`config.mk`:
```
export PLATFORM = sky130hd
export DESIGN_NAME = pospls_top
export DESIGN_NICKNAME = d
export VERILOG_FILES = /design/src/hdl/pospls_pkg.sv /design/src/hdl/pospls_sync.sv /design/src/hdl/pospls_top.sv
export SDC_FILE = /design/constraint.sdc
export NUM_CORES = 2
export LEC_CHECK = 0
export ABC_AREA = 1
export ABC_CLOCK_PERIOD_IN_PS = 66500
export BUFFER_PORTS_ARGS = -buffer_cell sky130_fd_sc_hd__buf_4
export CAP_MARGIN = 20
export CORE_AREA = 2 2 425 427
export DETAILED_ROUTE_END_ITERATION = 7
export DIE_AREA = 0 0 427 429
export PLACE_DENSITY_LB_ADDON = 0.1
export REMOVE_ABC_BUFFERS = 1
export SKIP_CTS_REPAIR_TIMING = 1
export SLEW_MARGIN = 0
export SYNTH_ARGS = -nofsm -noshare
export SYNTH_HDL_FRONTEND = slang
export SYNTH_SLANG_ARGS = --single-unit
```
`constraint.sdc`:
```
create_clock -name clk_sys -period 66.5 [get_ports clk_sys]
set_input_delay 9.975 -clock clk_sys [delete_from_list [all_inputs] [get_ports clk_sys]]
set_output_delay 9.975 -clock clk_sys [all_outputs]
set_load 0.01 [all_outputs]
```
`src/hdl/pospls_pkg.sv`:
```
// constants, register map and types of the positioning pulse block
package pospls_pkg;
	localparam int unsigned CLK_HZ = 25_000_000;
	localparam int unsigned CLK_NS = 1_000_000_000 / CLK_HZ;
	localparam int unsigned MAX_OUT_HZ = 200_000;
	localparam int unsigned MID_HZ = 100_000;
	localparam int unsigned HI_FIXED_NS = 2_500;
	localparam int unsigned HI_FIXED_CYC = (HI_FIXED_NS + CLK_NS - 1) / CLK_NS;
	localparam int unsigned PER_MIN_CYC = (CLK_HZ + MAX_OUT_HZ - 1) / MAX_OUT_HZ;
	localparam int unsigned CLR_MS = 20;
	localparam int unsigned CLR_CYC = CLR_MS * (CLK_HZ / 1000);
	localparam int unsigned PER_W = 25;
	localparam int unsigned FRQ_W = 18;
	localparam int unsigned GAP_W = 8;
	localparam int unsigned CLR_W = 20;
	localparam int unsigned ADDR_W = 12;
	// register offsets
	localparam logic [11:0] OFS_CTRL = 12'h000;
	localparam logic [11:0] OFS_MAXSPD = 12'h004;
	localparam logic [11:0] OFS_JOGSPD = 12'h008;
	localparam logic [11:0] OFS_COUNT = 12'h00C;
	localparam logic [11:0] OFS_STAT = 12'h010;
	// control bits: stored
	localparam int unsigned CB_MANUAL = 0;
	localparam int unsigned CB_REVERSE = 1;
	localparam int unsigned CB_INTERP = 2;
	localparam int unsigned CB_STANDBY = 3;
	// control bits: write-one command relays
	localparam int unsigned CB_START = 8;
	localparam int unsigned CB_STOP = 9;
	localparam int unsigned CB_ZERO_RET = 10;
	localparam int unsigned CB_CLEAR = 11;
	// reset values
	localparam logic [3:0] CTRL_RST = 4'h0;
	localparam logic [17:0] MAXSPD_RST = 18'h186A0;
	localparam logic [17:0] JOGSPD_RST = 18'h003E8;
	localparam logic [31:0] COUNT_RST = 32'h00000000;
	// synchronised input positions
	localparam int unsigned IN_READY = 0;
	localparam int unsigned IN_SVDONE = 1;
	localparam int unsigned IN_ZPHASE = 2;
	localparam int unsigned IN_ZRET = 3;
	localparam int unsigned IN_JOGF = 4;
	localparam int unsigned IN_JOGR = 5;
	localparam int unsigned IN_LIMF = 6;
	localparam int unsigned IN_LIMR = 7;
	localparam int unsigned IN_NEAR = 8;
	localparam int unsigned IN_W = 9;
	localparam logic [1:0] RESP_OKAY = 2'h0;
	localparam logic [1:0] RESP_SLVERR = 2'h2;
	// drive kinds
	localparam logic [1:0] KIND_COUNT = 2'h0;
	localparam logic [1:0] KIND_JOG = 2'h1;
	localparam logic [1:0] KIND_ZERO = 2'h2;
	typedef enum logic [2:0] {
		ST_IDLE = 3'h0,
		ST_CHECK = 3'h1,
		ST_HIGH = 3'h3,
		ST_LOW = 3'h2,
		ST_DONE = 3'h6
	} pospls_state_t;
endpackage

```
`src/hdl/pospls_sync.sv`:
```
// three-stage input synchroniser with two-stage agreement
module pospls_sync
	import pospls_pkg::*;
#(
	parameter int unsigned W = 1
) (
	input wire logic clk_sys,
	input wire logic arst_n,
	input wire logic [W-1:0] din,
	output logic [W-1:0] dout
);
	logic [W-1:0] s1_q;
	logic [W-1:0] s2_q;
	logic [W-1:0] s3_q;

	always_ff @(posedge clk_sys or negedge arst_n) begin
		if (!arst_n) begin
			s1_q <= '0;
			s2_q <= '0;
			s3_q <= '0;
			dout <= '0;
		end else begin
			s1_q <= din;
			s2_q <= s1_q;
			s3_q <= s2_q;
			for (int i = 0; i < W; i++) begin
				if (s2_q[i] == s3_q[i]) begin
					dout[i] <= s3_q[i];
				end
			end
		end
	end
endmodule

```
`src/hdl/pospls_top.sv`:
```
// positioning step pulse generator with input sampling and AXI4-Lite registers
// Contract
// - zero phase examined only after near point
// - near point sampled only during return
// - auto: jog/zero return only at standby
// - auto: command relay bits monitored like pins
// - step rate never above 200 kHz
// - deviation clear is one 20 ms pulse
// - waveform chosen from frequency and, in dual axis, from the CB_INTERP control bit
// - dual axis: interpolated drives use interpolation waveform to 100 kHz
// - dual axis up to 100 kHz: 50/50
// - dual axis above 100 kHz: high fixed 2.5 us
// - single axis: 50/50 up to 200 kHz
// - manual jog speed from jog speed register
module pospls_top
	import pospls_pkg::*;
#(
	parameter bit DUAL_AXIS = 1'b1,
	parameter int unsigned CLR_CYC_P = CLR_CYC
) (
	input wire logic clk_sys,
	input wire logic arst_n,
	input wire logic [ADDR_W-1:0] s_axi_awaddr,
	input wire logic s_axi_awvalid,
	output logic s_axi_awready,
	input wire logic [31:0] s_axi_wdata,
	input wire logic [3:0] s_axi_wstrb,
	input wire logic s_axi_wvalid,
	output logic s_axi_wready,
	output logic [1:0] s_axi_bresp,
	output logic s_axi_bvalid,
	input wire logic s_axi_bready,
	input wire logic [ADDR_W-1:0] s_axi_araddr,
	input wire logic s_axi_arvalid,
	output logic s_axi_arready,
	output logic [31:0] s_axi_rdata,
	output logic [1:0] s_axi_rresp,
	output logic s_axi_rvalid,
	input wire logic s_axi_rready,
	input wire logic servo_ready_in,
	input wire logic servo_done_in,
	input wire logic zero_phase_in,
	input wire logic zero_return_request,
	input wire logic jog_forward_in,
	input wire logic jog_reverse_in,
	input wire logic forward_limit_in,
	input wire logic reverse_limit_in,
	input wire logic near_point_in,
	output logic forward_step_out,
	output logic reverse_step_out,
	output logic deviation_clear_out
);
	function automatic logic [31:0] merge(logic [31:0] old, logic [31:0] nw, logic [3:0] be);
		logic [31:0] r;
		r = old;
		for (int b = 0; b < 4; b++) begin
			if (be[b]) begin
				r[8*b +: 8] = nw[8*b +: 8];
			end
		end
		return r;
	endfunction

	logic [IN_W-1:0] in_s;
	logic aw_full_q, w_full_q, do_wr;
	logic [ADDR_W-1:0] aw_addr_q;
	logic [31:0] w_data_q;
	logic [3:0] w_strb_q;
	logic [3:0] ctrl_q;
	logic [FRQ_W-1:0] max_speed_param, jog_speed_param;
	logic [31:0] count_q, remain_q;
	logic start_p_q, stop_p_q, zret_p_q, clr_p_q;
	pospls_state_t state_q;
	logic [1:0] kind_q;
	logic dir_q, stop_pend_q, dog_seen_q, zp_prev_q, zp_found_q, done_q, err_q, interp_q;
	logic [PER_W-1:0] per_q, hi_q, cnt_q;
	logic [FRQ_W-1:0] frq_q;
	logic [GAP_W-1:0] gap_q;
	logic [CLR_W-1:0] clr_cnt_q;
	logic manual_mode, accept_op, jog_any, zr_req, lim_dir, abort, cont;
	logic [FRQ_W-1:0] frq_d;
	logic [PER_W-1:0] per_d;

	pospls_sync #(.W(IN_W)) u_sync (
		.clk_sys(clk_sys),
		.arst_n(arst_n),
		.din({near_point_in, reverse_limit_in, forward_limit_in, jog_reverse_in,
			jog_forward_in, zero_return_request, zero_phase_in, servo_done_in,
			servo_ready_in}),
		.dout(in_s)
	);

	////////////////////////////////////////////////////////////////////////////
	// bus slave
	assign do_wr = aw_full_q && w_full_q && !s_axi_bvalid;

	always_ff @(posedge clk_sys or negedge arst_n) begin
		if (!arst_n) begin
			s_axi_awready <= 1'b1;
			s_axi_wready <= 1'b1;
			s_axi_bvalid <= 1'b0;
			s_axi_bresp <= RESP_OKAY;
			aw_full_q <= 1'b0;
			w_full_q <= 1'b0;
			aw_addr_q <= '0;
			w_data_q <= '0;
			w_strb_q <= '0;
		end else begin
			if (s_axi_awvalid && s_axi_awready) begin
				aw_addr_q <= s_axi_awaddr;
				aw_full_q <= 1'b1;
				s_axi_awready <= 1'b0;
			end
			if (s_axi_wvalid && s_axi_wready) begin
				w_data_q <= s_axi_wdata;
				w_strb_q <= s_axi_wstrb;
				w_full_q <= 1'b1;
				s_axi_wready <= 1'b0;
			end
			if (do_wr) begin
				aw_full_q <= 1'b0;
				w_full_q <= 1'b0;
				s_axi_bvalid <= 1'b1;
				s_axi_bresp <= (aw_addr_q <= OFS_COUNT) ? RESP_OKAY : RESP_SLVERR;
			end
			if (s_axi_bvalid && s_axi_bready) begin
				s_axi_bvalid <= 1'b0;
				s_axi_awready <= 1'b1;
				s_axi_wready <= 1'b1;
			end
		end
	end

	always_ff @(posedge clk_sys or negedge arst_n) begin
		if (!arst_n) begin
			s_axi_arready <= 1'b1;
			s_axi_rvalid <= 1'b0;
			s_axi_rdata <= '0;
			s_axi_rresp <= RESP_OKAY;
		end else if (s_axi_arvalid && s_axi_arready) begin
			s_axi_arready <= 1'b0;
			s_axi_rvalid <= 1'b1;
			s_axi_rresp <= RESP_OKAY;
			unique case (s_axi_araddr)
				OFS_CTRL: s_axi_rdata <= {28'h0, ctrl_q};
				OFS_MAXSPD: s_axi_rdata <= {14'h0, max_speed_param};
				OFS_JOGSPD: s_axi_rdata <= {14'h0, jog_speed_param};
				OFS_COUNT: s_axi_rdata <= count_q;
				OFS_STAT: s_axi_rdata <= {7'h0, in_s, 10'h0, deviation_clear_out,
					zp_found_q, dog_seen_q, err_q, done_q, (state_q != ST_IDLE)};
				default: begin
					s_axi_rdata <= '0;
					s_axi_rresp <= RESP_SLVERR;
				end
			endcase
		end else if (s_axi_rvalid && s_axi_rready) begin
			s_axi_rvalid <= 1'b0;
			s_axi_arready <= 1'b1;
		end
	end

	////////////////////////////////////////////////////////////////////////////
	// registers and command relays
	always_ff @(posedge clk_sys or negedge arst_n) begin
		if (!arst_n) begin
			ctrl_q <= CTRL_RST;
			max_speed_param <= MAXSPD_RST;
			jog_speed_param <= JOGSPD_RST;
			count_q <= COUNT_RST;
			start_p_q <= 1'b0;
			stop_p_q <= 1'b0;
			zret_p_q <= 1'b0;
			clr_p_q <= 1'b0;
		end else begin
			start_p_q <= 1'b0;
			stop_p_q <= 1'b0;
			zret_p_q <= 1'b0;
			clr_p_q <= 1'b0;
			if (do_wr) begin
				unique case (aw_addr_q)
					OFS_CTRL: begin
						ctrl_q <= 4'(merge({28'h0, ctrl_q}, w_data_q, w_strb_q));
						if (w_strb_q[1]) begin
							start_p_q <= w_data_q[CB_START];
							stop_p_q <= w_data_q[CB_STOP];
							zret_p_q <= w_data_q[CB_ZERO_RET];
							clr_p_q <= w_data_q[CB_CLEAR];
						end
					end
					OFS_MAXSPD: max_speed_param <=
						FRQ_W'(merge({14'h0, max_speed_param}, w_data_q, w_strb_q));
					OFS_JOGSPD: jog_speed_param <=
						FRQ_W'(merge({14'h0, jog_speed_param}, w_data_q, w_strb_q));
					OFS_COUNT: count_q <= merge(count_q, w_data_q, w_strb_q);
					default: ;
				endcase
			end
		end
	end

	////////////////////////////////////////////////////////////////////////////
	// request gating and waveform selection
	assign manual_mode = ctrl_q[CB_MANUAL];
	assign accept_op = manual_mode || ctrl_q[CB_STANDBY];
	assign jog_any = in_s[IN_JOGF] || in_s[IN_JOGR];
	assign zr_req = (in_s[IN_ZRET] || zret_p_q) && accept_op;
	assign lim_dir = dir_q ? in_s[IN_LIMR] : in_s[IN_LIMF];
	assign abort = !in_s[IN_READY] || lim_dir || stop_pend_q || stop_p_q;

	always_comb begin
		frq_d = (kind_q == KIND_JOG) ? jog_speed_param : max_speed_param;
		if (frq_d == '0) begin
			frq_d = FRQ_W'(1);
		end
		if (frq_d > FRQ_W'(MAX_OUT_HZ)) begin
			frq_d = FRQ_W'(MAX_OUT_HZ);
		end
		if (DUAL_AXIS && interp_q && frq_d > FRQ_W'(MID_HZ)) begin
			frq_d = FRQ_W'(MID_HZ);
		end
		per_d = PER_W'(CLK_HZ / 32'(frq_d));
	end

	always_comb begin
		unique case (kind_q)
			KIND_JOG: cont = accept_op && (dir_q ? in_s[IN_JOGR] : in_s[IN_JOGF]);
			KIND_ZERO: cont = !zp_found_q;
			default: cont = remain_q != '0;
		endcase
	end

	////////////////////////////////////////////////////////////////////////////
	// drive sequencer
	always_ff @(posedge clk_sys or negedge arst_n) begin
		if (!arst_n) begin
			state_q <= ST_IDLE;
			kind_q <= KIND_COUNT;
			dir_q <= 1'b0;
			interp_q <= 1'b0;
			remain_q <= '0;
			per_q <= PER_W'(PER_MIN_CYC);
			hi_q <= '0;
			frq_q <= '0;
			cnt_q <= '0;
			done_q <= 1'b0;
			err_q <= 1'b0;
			stop_pend_q <= 1'b0;
		end else begin
			if (stop_p_q && state_q != ST_IDLE) begin
				stop_pend_q <= 1'b1;
			end
			unique case (state_q)
				ST_IDLE: begin
					stop_pend_q <= 1'b0;
					interp_q <= ctrl_q[CB_INTERP];
					if (zr_req) begin
						kind_q <= KIND_ZERO;
						dir_q <= ctrl_q[CB_REVERSE];
						state_q <= ST_CHECK;
					end else if (jog_any && accept_op) begin
						kind_q <= KIND_JOG;
						dir_q <= !in_s[IN_JOGF];
						state_q <= ST_CHECK;
					end else if (start_p_q && !manual_mode) begin
						kind_q <= KIND_COUNT;
						dir_q <= ctrl_q[CB_REVERSE];
						remain_q <= count_q;
						state_q <= ST_CHECK;
					end
				end
				ST_CHECK: begin
					frq_q <= frq_d;
					per_q <= per_d;
					if (DUAL_AXIS && !interp_q && frq_d > FRQ_W'(MID_HZ)) begin
						hi_q <= PER_W'(HI_FIXED_CYC);
					end else begin
						hi_q <= per_d >> 1;
					end
					cnt_q <= '0;
					done_q <= 1'b0;
					if (!in_s[IN_READY] || lim_dir || (kind_q == KIND_COUNT && remain_q == '0)) begin
						err_q <= !in_s[IN_READY] || lim_dir;
						state_q <= ST_IDLE;
					end else if (gap_q >= GAP_W'(PER_MIN_CYC - 1)) begin
						err_q <= 1'b0;
						state_q <= ST_HIGH;
						if (kind_q == KIND_COUNT) begin
							remain_q <= remain_q - 32'h1;
						end
					end
				end
				ST_HIGH: begin
					cnt_q <= cnt_q + PER_W'(1);
					if (cnt_q == hi_q - PER_W'(1)) begin
						cnt_q <= '0;
						state_q <= ST_LOW;
					end
				end
				ST_LOW: begin
					cnt_q <= cnt_q + PER_W'(1);
					if (cnt_q >= per_q - hi_q - PER_W'(1)) begin
						cnt_q <= '0;
						if (abort || !cont) begin
							err_q <= !in_s[IN_READY] || lim_dir;
							state_q <= ST_DONE;
						end else begin
							state_q <= ST_HIGH;
							if (kind_q == KIND_COUNT) begin
								remain_q <= remain_q - 32'h1;
							end
						end
					end
				end
				ST_DONE: begin
					if (in_s[IN_SVDONE]) begin
						done_q <= 1'b1;
						state_q <= ST_IDLE;
					end
				end
				default: state_q <= ST_IDLE;
			endcase
		end
	end

	////////////////////////////////////////////////////////////////////////////
	// near point and zero phase sampling
	always_ff @(posedge clk_sys or negedge arst_n) begin
		if (!arst_n) begin
			dog_seen_q <= 1'b0;
			zp_prev_q <= 1'b0;
			zp_found_q <= 1'b0;
		end else begin
			zp_prev_q <= in_s[IN_ZPHASE];
			if (state_q == ST_IDLE) begin
				dog_seen_q <= 1'b0;
				zp_found_q <= 1'b0;
			end else if (kind_q == KIND_ZERO && in_s[IN_NEAR]) begin
				dog_seen_q <= 1'b1;
			end
			if (kind_q == KIND_ZERO && dog_seen_q && in_s[IN_ZPHASE] && !zp_prev_q &&
				(state_q == ST_HIGH || state_q == ST_LOW)) begin
				zp_found_q <= 1'b1;
			end
		end
	end

	////////////////////////////////////////////////////////////////////////////
	// step outputs, spacing and deviation clear
	always_ff @(posedge clk_sys or negedge arst_n) begin
		if (!arst_n) begin
			forward_step_out <= 1'b0;
			reverse_step_out <= 1'b0;
			gap_q <= '1;
		end else begin
			forward_step_out <= state_q == ST_HIGH && !dir_q;
			reverse_step_out <= state_q == ST_HIGH && dir_q;
			if (state_q == ST_HIGH && cnt_q == '0) begin
				gap_q <= '0;
			end else if (gap_q != '1) begin
				gap_q <= gap_q + GAP_W'(1);
			end
		end
	end

	always_ff @(posedge clk_sys or negedge arst_n) begin
		if (!arst_n) begin
			deviation_clear_out <= 1'b0;
			clr_cnt_q <= '0;
		end else if (!deviation_clear_out) begin
			if (clr_p_q || (state_q == ST_DONE && in_s[IN_SVDONE] && kind_q == KIND_ZERO)) begin
				deviation_clear_out <= 1'b1;
				clr_cnt_q <= CLR_W'(CLR_CYC_P - 1);
			end
		end else if (clr_cnt_q == '0) begin
			deviation_clear_out <= 1'b0;
		end else begin
			clr_cnt_q <= clr_cnt_q - CLR_W'(1);
		end
	end

	////////////////////////////////////////////////////////////////////////////
	// checks
	logic step_any, step_prev;
	logic [PER_W-1:0] hi_len, since_rise;
	logic [CLR_W-1:0] clr_len;
	assign step_any = forward_step_out || reverse_step_out;
	always_ff @(posedge clk_sys or negedge arst_n) begin
		if (!arst_n) begin
			step_prev <= 1'b0;
			hi_len <= '0;
			since_rise <= '1;
			clr_len <= '0;
		end else begin
			step_prev <= step_any;
			hi_len <= step_any ? hi_len + PER_W'(1) : '0;
			since_rise <= (step_any && !step_prev) ? PER_W'(1) :
				(since_rise == '1 ? since_rise : since_rise + PER_W'(1));
			clr_len <= deviation_clear_out ? clr_len + CLR_W'(1) : '0;
		end
	end

	a_step_rate: assert property (@(posedge clk_sys) disable iff (!arst_n)
		step_any && !step_prev |-> since_rise >= PER_W'(PER_MIN_CYC))
		else $error("step pulses closer than the minimum period");
	a_clear_width: assert property (@(posedge clk_sys) disable iff (!arst_n)
		$fell(deviation_clear_out) |-> clr_len == CLR_W'(CLR_CYC_P))
		else $error("deviation clear width wrong");
	a_zero_after_near: assert property (@(posedge clk_sys) disable iff (!arst_n)
		$rose(zp_found_q) |-> $past(dog_seen_q) && $past(state_q) inside {ST_HIGH, ST_LOW})
		else $error("zero phase taken before near point");
	a_near_sampled: assert property (@(posedge clk_sys) disable iff (!arst_n)
		state_q != ST_IDLE && kind_q == KIND_ZERO && in_s[IN_NEAR] |=> dog_seen_q)
		else $error("near point not sampled during zero return");
	a_auto_gate: assert property (@(posedge clk_sys) disable iff (!arst_n)
		state_q == ST_IDLE && !manual_mode && !ctrl_q[CB_STANDBY] |=> state_q == ST_IDLE ||
		kind_q == KIND_COUNT)
		else $error("jog or zero return accepted outside standby");
	a_relay_start: assert property (@(posedge clk_sys) disable iff (!arst_n)
		state_q == ST_IDLE && zret_p_q && ctrl_q[CB_STANDBY] |=> state_q == ST_CHECK)
		else $error("zero return relay ignored");
	a_hi_fixed: assert property (@(posedge clk_sys) disable iff (!arst_n)
		state_q == ST_HIGH && DUAL_AXIS && !interp_q && frq_q > FRQ_W'(MID_HZ)
		|-> hi_q == PER_W'(HI_FIXED_CYC))
		else $error("high time not fixed above mid frequency");
	a_duty_sym: assert property (@(posedge clk_sys) disable iff (!arst_n)
		$fell(step_any) && !(DUAL_AXIS && !interp_q && frq_q > FRQ_W'(MID_HZ))
		|-> hi_len == (per_q >> 1))
		else $error("step duty not symmetric");
	a_limit_stop: assert property (@(posedge clk_sys) disable iff (!arst_n)
		state_q == ST_LOW && cnt_q >= per_q - hi_q - PER_W'(1) && lim_dir
		|=> state_q == ST_DONE ##1 !step_any[*2])
		else $error("drive continued into a limit");
	a_wait_done: assert property (@(posedge clk_sys) disable iff (!arst_n)
		state_q == ST_DONE && !in_s[IN_SVDONE] |=> state_q == ST_DONE)
		else $error("drive finished without servo done");
	c_jog: cover property (@(posedge clk_sys) disable iff (!arst_n)
		kind_q == KIND_JOG && $rose(step_any));
	c_zero_ret: cover property (@(posedge clk_sys) disable iff (!arst_n) $rose(zp_found_q));
	c_clear: cover property (@(posedge clk_sys) disable iff (!arst_n) $fell(deviation_clear_out));
endmodule

```
Yosys cells after proc, flatten, opt, wreduce, memory -nomap -nowiden:

Cells that the tools add are included.

* bits in registers: 354
* input bits: 76
* output and inout bits: 44

* add/subtract/negate cells: 7
* divide/modulo/power cells: 1
* order comparisons: 6
* eq/ne operators: 37
* multiplexer cells: 86
* reductions and logical operators: 88

Operators with widths (number)
* $mux W32: 8
* $pmux W32 S5: 1
* $pmux W32 S3: 1
* $pmux W25 S3: 1
* $mux W18: 4
* $mux W20: 3
* $mux W25: 2
* $sub A25 B1 Y25 const B: 2
* $eq A12 B4 Y1 const B: 4
* $mux W1: 45
* $gt A18 B17 Y1 const B: 2
* $reduce_and A3 Y1: 11
* $div A25 B18 Y32 const A: 1
* $logic_not A32 Y1: 1
* $reduce_bool A32 Y1: 1
* $sub A32 B1 Y32 const B: 1
* $mux W3: 9
* $reduce_bool A2 Y1: 13
* $add A25 B1 Y25 const B: 1
* $eq A25 B25 Y1: 1
* $ge A25 B25 Y1: 1
* $logic_and A1 B1 Y1: 25
* $logic_not A25 Y1: 1
* $sub A25 B25 Y25: 1
* 36 further kinds: 85

Longest topological paths before layout:

* depth in word-level cells: 12
* depth in mapped cells: 518
* depth with buffers taken out: 479

Cells and area by module:

A second synthesis with hierarchy kept.

* cells, all modules: 6610
* area total of the unflattened synthesis: 43798.3 um2

By module, submodules not included
* pospls_top: times used 1, cells an instance 6538, area an instance 42751.0 um2
* pospls_sync: times used 1, cells an instance 72, area an instance 1047.3 um2

Worst setup path before layout:

No wires, ideal clock.

* kind: register to register
* start: reg kind_q[1]
* end: reg per_q[0]
* data arrival time: 63.862 ns
* data required time: 66.420 ns
* path slack: 2.558 ns
* cell stages (with the launch flop): 490
* period minus slack after synthesis: 63.942 ns
* path through: dfrtp_1 > inv_1 > ha_1 > buf_4 > nand2_2 > nand2_4 > nor2_1 > nand3_1 > nor2_4 > a21oi_2 > nand4_2 > nand2_1 > buf_6 > nand3_4 > a21oi_2 > nand2_4 > nand2_8 > nand2_4 > (+454 left out) > a21oi_1 > inv_1 > nand3_1 > a21oi_2 > nor2_4 > nand3_4 > buf_6 > buf_8 > nand2_1 > o21ai_1 > inv_1 > ha_1 > a211oi_1 > nand3_2 > nor2_2 > nand4_1 > nor2_1 > a21oi_1

* longest elaborated chain between the ends: 10

RTL lines
* start: declaration: line pospls_top.sv:74 `logic [1:0] kind_q;`
* start signal: assignment: line pospls_top.sv:237 `kind_q <= KIND_COUNT;`
* start signal: assignment: line pospls_top.sv:257 `kind_q <= KIND_ZERO;`
* start signal: assignment: line pospls_top.sv:261 `kind_q <= KIND_JOG;`
* $eq A2 B1 Y1 (*): line pospls_top.sv:211 `frq_d = (kind_q == KIND_JOG) ? jog_speed_param : max_speed_param;`
* $mux W18 (*): line pospls_top.sv:211
* $logic_not A18 Y1: line pospls_top.sv:212 `if (frq_d == '0) begin`
* $mux W18 (*): line pospls_top.sv:212
* $gt A18 B18 Y1: line pospls_top.sv:215 `if (frq_d > FRQ_W'(MAX_OUT_HZ)) begin`
* $mux W18 (*): line pospls_top.sv:215
* $gt A18 B17 Y1: line pospls_top.sv:218 `if (DUAL_AXIS && interp_q && frq_d > FRQ_W'(MID_HZ)) begin`
* $logic_and A1 B1 Y1: line pospls_top.sv:218
* $mux W18 (*): line pospls_top.sv:218
* $div A25 B18 Y32 (*): line pospls_top.sv:221 `per_d = PER_W'(CLK_HZ / 32'(frq_d));`
* end signal: assignment: line pospls_top.sv:241 `per_q <= PER_W'(PER_MIN_CYC);`
* end signal: assignment: line pospls_top.sv:273 `per_q <= per_d;`
* end: declaration: line pospls_top.sv:76 `logic [PER_W-1:0] per_q, hi_q, cnt_q;`

Every way passes the cells marked *; elsewhere a longest branch is shown, timed or not.
A chain may end at the register's enable or synchronous reset.

Worst setup path after layout:

Same ends and word-level chain as after synthesis.

==> impl_metrics.env <==
export IMPL_status="complete, no violations"
export IMPL_drtPass1Iterations=5
export IMPL_hold_ws_ns=0.348
export IMPL_grt_overflow=0
export IMPL_initial_core_util=0.250
export IMPL_core_um2=178000
export IMPL_rrSetupSlack_ns=5.74
export IMPL_synth_yosys_seq_area_share=0.198
export IMPL_grt_pass1_vias=41300
export IMPL_reg2reg_to="per_q[0]"
export IMPL_ios=120
export IMPL_dr_first_iter_drc_count=2960
export IMPL_synthTopCellsByCount="1457 x nand2_1, 791 x inv_1, 557 x o21ai_0"
export IMPL_yosys_cell_types_count=102
export IMPL_die_area_um2=183000
export IMPL_cts_buffers=38
export IMPL_multiInputGateArea_um2=32400
export IMPL_crit_cells=449
export IMPL_critPathKind="flop to flop"
export IMPL_cp_endpoint="per_q[0]"
export IMPL_die_x_um=427
export IMPL_grt_pass1_wl_mm=254
export IMPL_htree_num_levels=2
export IMPL_yosysTopAreaCellShare=0.181
export IMPL_cp_num_buf_inv=62
export IMPL_syn_avg_cell_area_um2=6.82
export IMPL_cts_root_buffer="clkbuf_16"
export IMPL_totalWireLength_mm=169
export IMPL_clock_path_buffers=3
export IMPL_netlist_area_um2=44500
export IMPL_fill_cells=19800
export IMPL_fmax_ghz=0.0165
export IMPL_cts_sinks=351
export IMPL_fin_setup_tns_ns=0
export IMPL_drc=0
export IMPL_num_rows=155
export IMPL_hpwl_mm=133
export IMPL_diodes=0
export IMPL_yosys_top_cells_area="dfrtp_1 18%, ha_1 13%, nand2_1 12%"
export IMPL_synth_flop_cell="dfrtp_1"
export IMPL_timing_final_crit_share=0.914
export IMPL_layout_min_cycle_time_ns=60.76
export IMPL_vias=43600
export IMPL_slew_limit_headroom=0.353
export IMPL_fp_dieH_um=429
export IMPL_synth_most_common_cell="nand2_1"
export IMPL_startpoint="kind_q[1]"
export IMPL_cp_slowest_cell="or3b_2"
export IMPL_regArea_um2=8820
export IMPL_synthToLayoutAreaGrowth_pct=16.2
export IMPL_utilization=0.290
export IMPL_port_buffers=117
export IMPL_syn_inst=6522
export IMPL_r2r_start="kind_q[1]"
export IMPL_drive_gt1_frac=0.158
export IMPL_r2r_cells=449
export IMPL_ys_warnings_count=0
export IMPL_worstMarginPinSlew_ns=0.970
export IMPL_cp_start_kind="flop"
export IMPL_grt_usage=0.177
export IMPL_globalplace_congestion=0.864
export IMPL_required_ns=66.99
export IMPL_max_stage_delay_ns=0.47
export IMPL_grt_max_degree=149
export IMPL_cp_top_family="simple AND/OR/NAND/NOR gates"
export IMPL_hold_class="flop to flop"
export IMPL_fin_nets=7321
export IMPL_cts_tree="done"
export IMPL_routedWlPerCell_um=18.4
export IMPL_finalInstanceArea_um2=51700
export IMPL_skew_ns=0.0360
export IMPL_cpMostUsedCell="nand2_1"
export IMPL_ys_seq_elements=351
export IMPL_path_clk_slew_ns=0.06
export IMPL_hold_viol_final=0
export IMPL_antenna_found_initial=0
export IMPL_cp_max_fo=18
export IMPL_worstPathArrival_ns=61.24
export IMPL_clock_latency_ns=0.58
export IMPL_synth_async_reset_ratio=1.00
export IMPL_slew_viol_final=0
export IMPL_finalSetupViolations=0
export IMPL_synth_top_cell_by_area="dfrtp_1"
export IMPL_cp_end_kind="flop"
export IMPL_synth_edf_count=0
export IMPL_drv_cap=0
export IMPL_ant_nets=0
export IMPL_dpl_instance_area_um2=48700
export IMPL_vias_per_cell=4.75
[logic make-up after synthesis]
logic type | count (synthesis) | synth area share
and+or+nand+nor | 2848 | 0.309
AOI/OAI and AO/OA | 1444 | 0.187
buffers and inverters | 997 | 0.0932
adders and majority gates | 460 | 0.129
xor gates and xnor gates | 420 | 0.0829
DFF | 351 | 0.198
other | 1 | 0.0000843
muxes | 1 | 0.000253
[flip-flops by register name, summed over array words and instances, names as in the netlist, 20 cells and up]
register,flops
cnt_q,25
hi_q,24
count_q,32
clr_cnt_q,20
remain_q,32
per_q,25
s_axi_rdata,32
w_data_q,32
[final cells by class]
type	count	share of cell area
flip-flops and latches	351	0.171
repair buffers	352	0.0539
repair inverters	3	0.000339
multi-input cells	5188	0.628
clock inverters	15	0.00482
inverters	860	0.0645
clock buffers	53	0.0209
well taps	2355	0.0570
[how the worst min path moves through the flow]
stage / start / end / cells past startpoint
4_1_cts: u_sync.s1_q[1] / u_sync.s2_q[1] / 0
6_report: u_sync.s1_q[1] / u_sync.s2_q[1] / 0
5_1_grt: u_sync.s1_q[8] / u_sync.s2_q[8] / 0
2_1_floorplan: u_sync.s1_q[0] / u_sync.s2_q[0] / 0
3_3_place_gp: u_sync.s1_q[5] / u_sync.s2_q[5] / 0
3_5_place_dp: u_sync.s1_q[1] / u_sync.s2_q[1] / 0
[per-stage QoR]
step                      setup WS, ns  cells
after floorplan                   3.93   6387
after global placement           -1.42   9008
after detailed placement         -1.53   9011
after CTS                        -1.71   9079
after global routing            -0.170   9177
final                             5.74   9177
[metal layers]
metal | routed length, um | track usage | vias up
met5 | 0 | 0 | -
met4 | 1370 | 0.0127 | 0
met1 | 88800 | 0.271 | 20600
met3 | 4220 | 0.0115 | 77
li1 | - | - | 22400
met2 | 74900 | 0.279 | 561
[placed cells by master, fill, tap and decap left out, types with 16 or more instances in the layout]
cell / Yosys / final
inv_1: 791 / 784
ha_1: 450 / 431
inv_2: 44 / 45
o21ai_4: 4 / 18
a31oi_1: 25 / 20
o21ai_0: 557 / 494
clkbuf_16: 0 / 39
xor2_1: 243 / 243
nor2_1: 468 / 453
o21ai_2: 20 / 37
nand2_4: 45 / 48
nand4_1: 108 / 108
nand3_1: 308 / 307
buf_4: 7 / 334
nand2_2: 101 / 107
xnor2_1: 176 / 176
nor2_4: 33 / 39
a21oi_1: 474 / 448
nand2_1: 1457 / 1448
nand3_4: 23 / 26
a21o_1: 20 / 20
nor3_1: 72 / 68
nor2_2: 40 / 52
o22ai_1: 42 / 42
o21ai_1: 59 / 91
a21oi_2: 9 / 32
nand3_2: 61 / 67
a211oi_1: 22 / 16
o21bai_1: 65 / 64
o211ai_1: 24 / 24
or2_2: 33 / 33
dfstp_2: 29 / 29
nor4_1: 35 / 34
dfrtp_1: 322 / 322
Power is not shown: default switching activity piles up to over one toggle a cycle in this logic, so the estimate is an artifact.
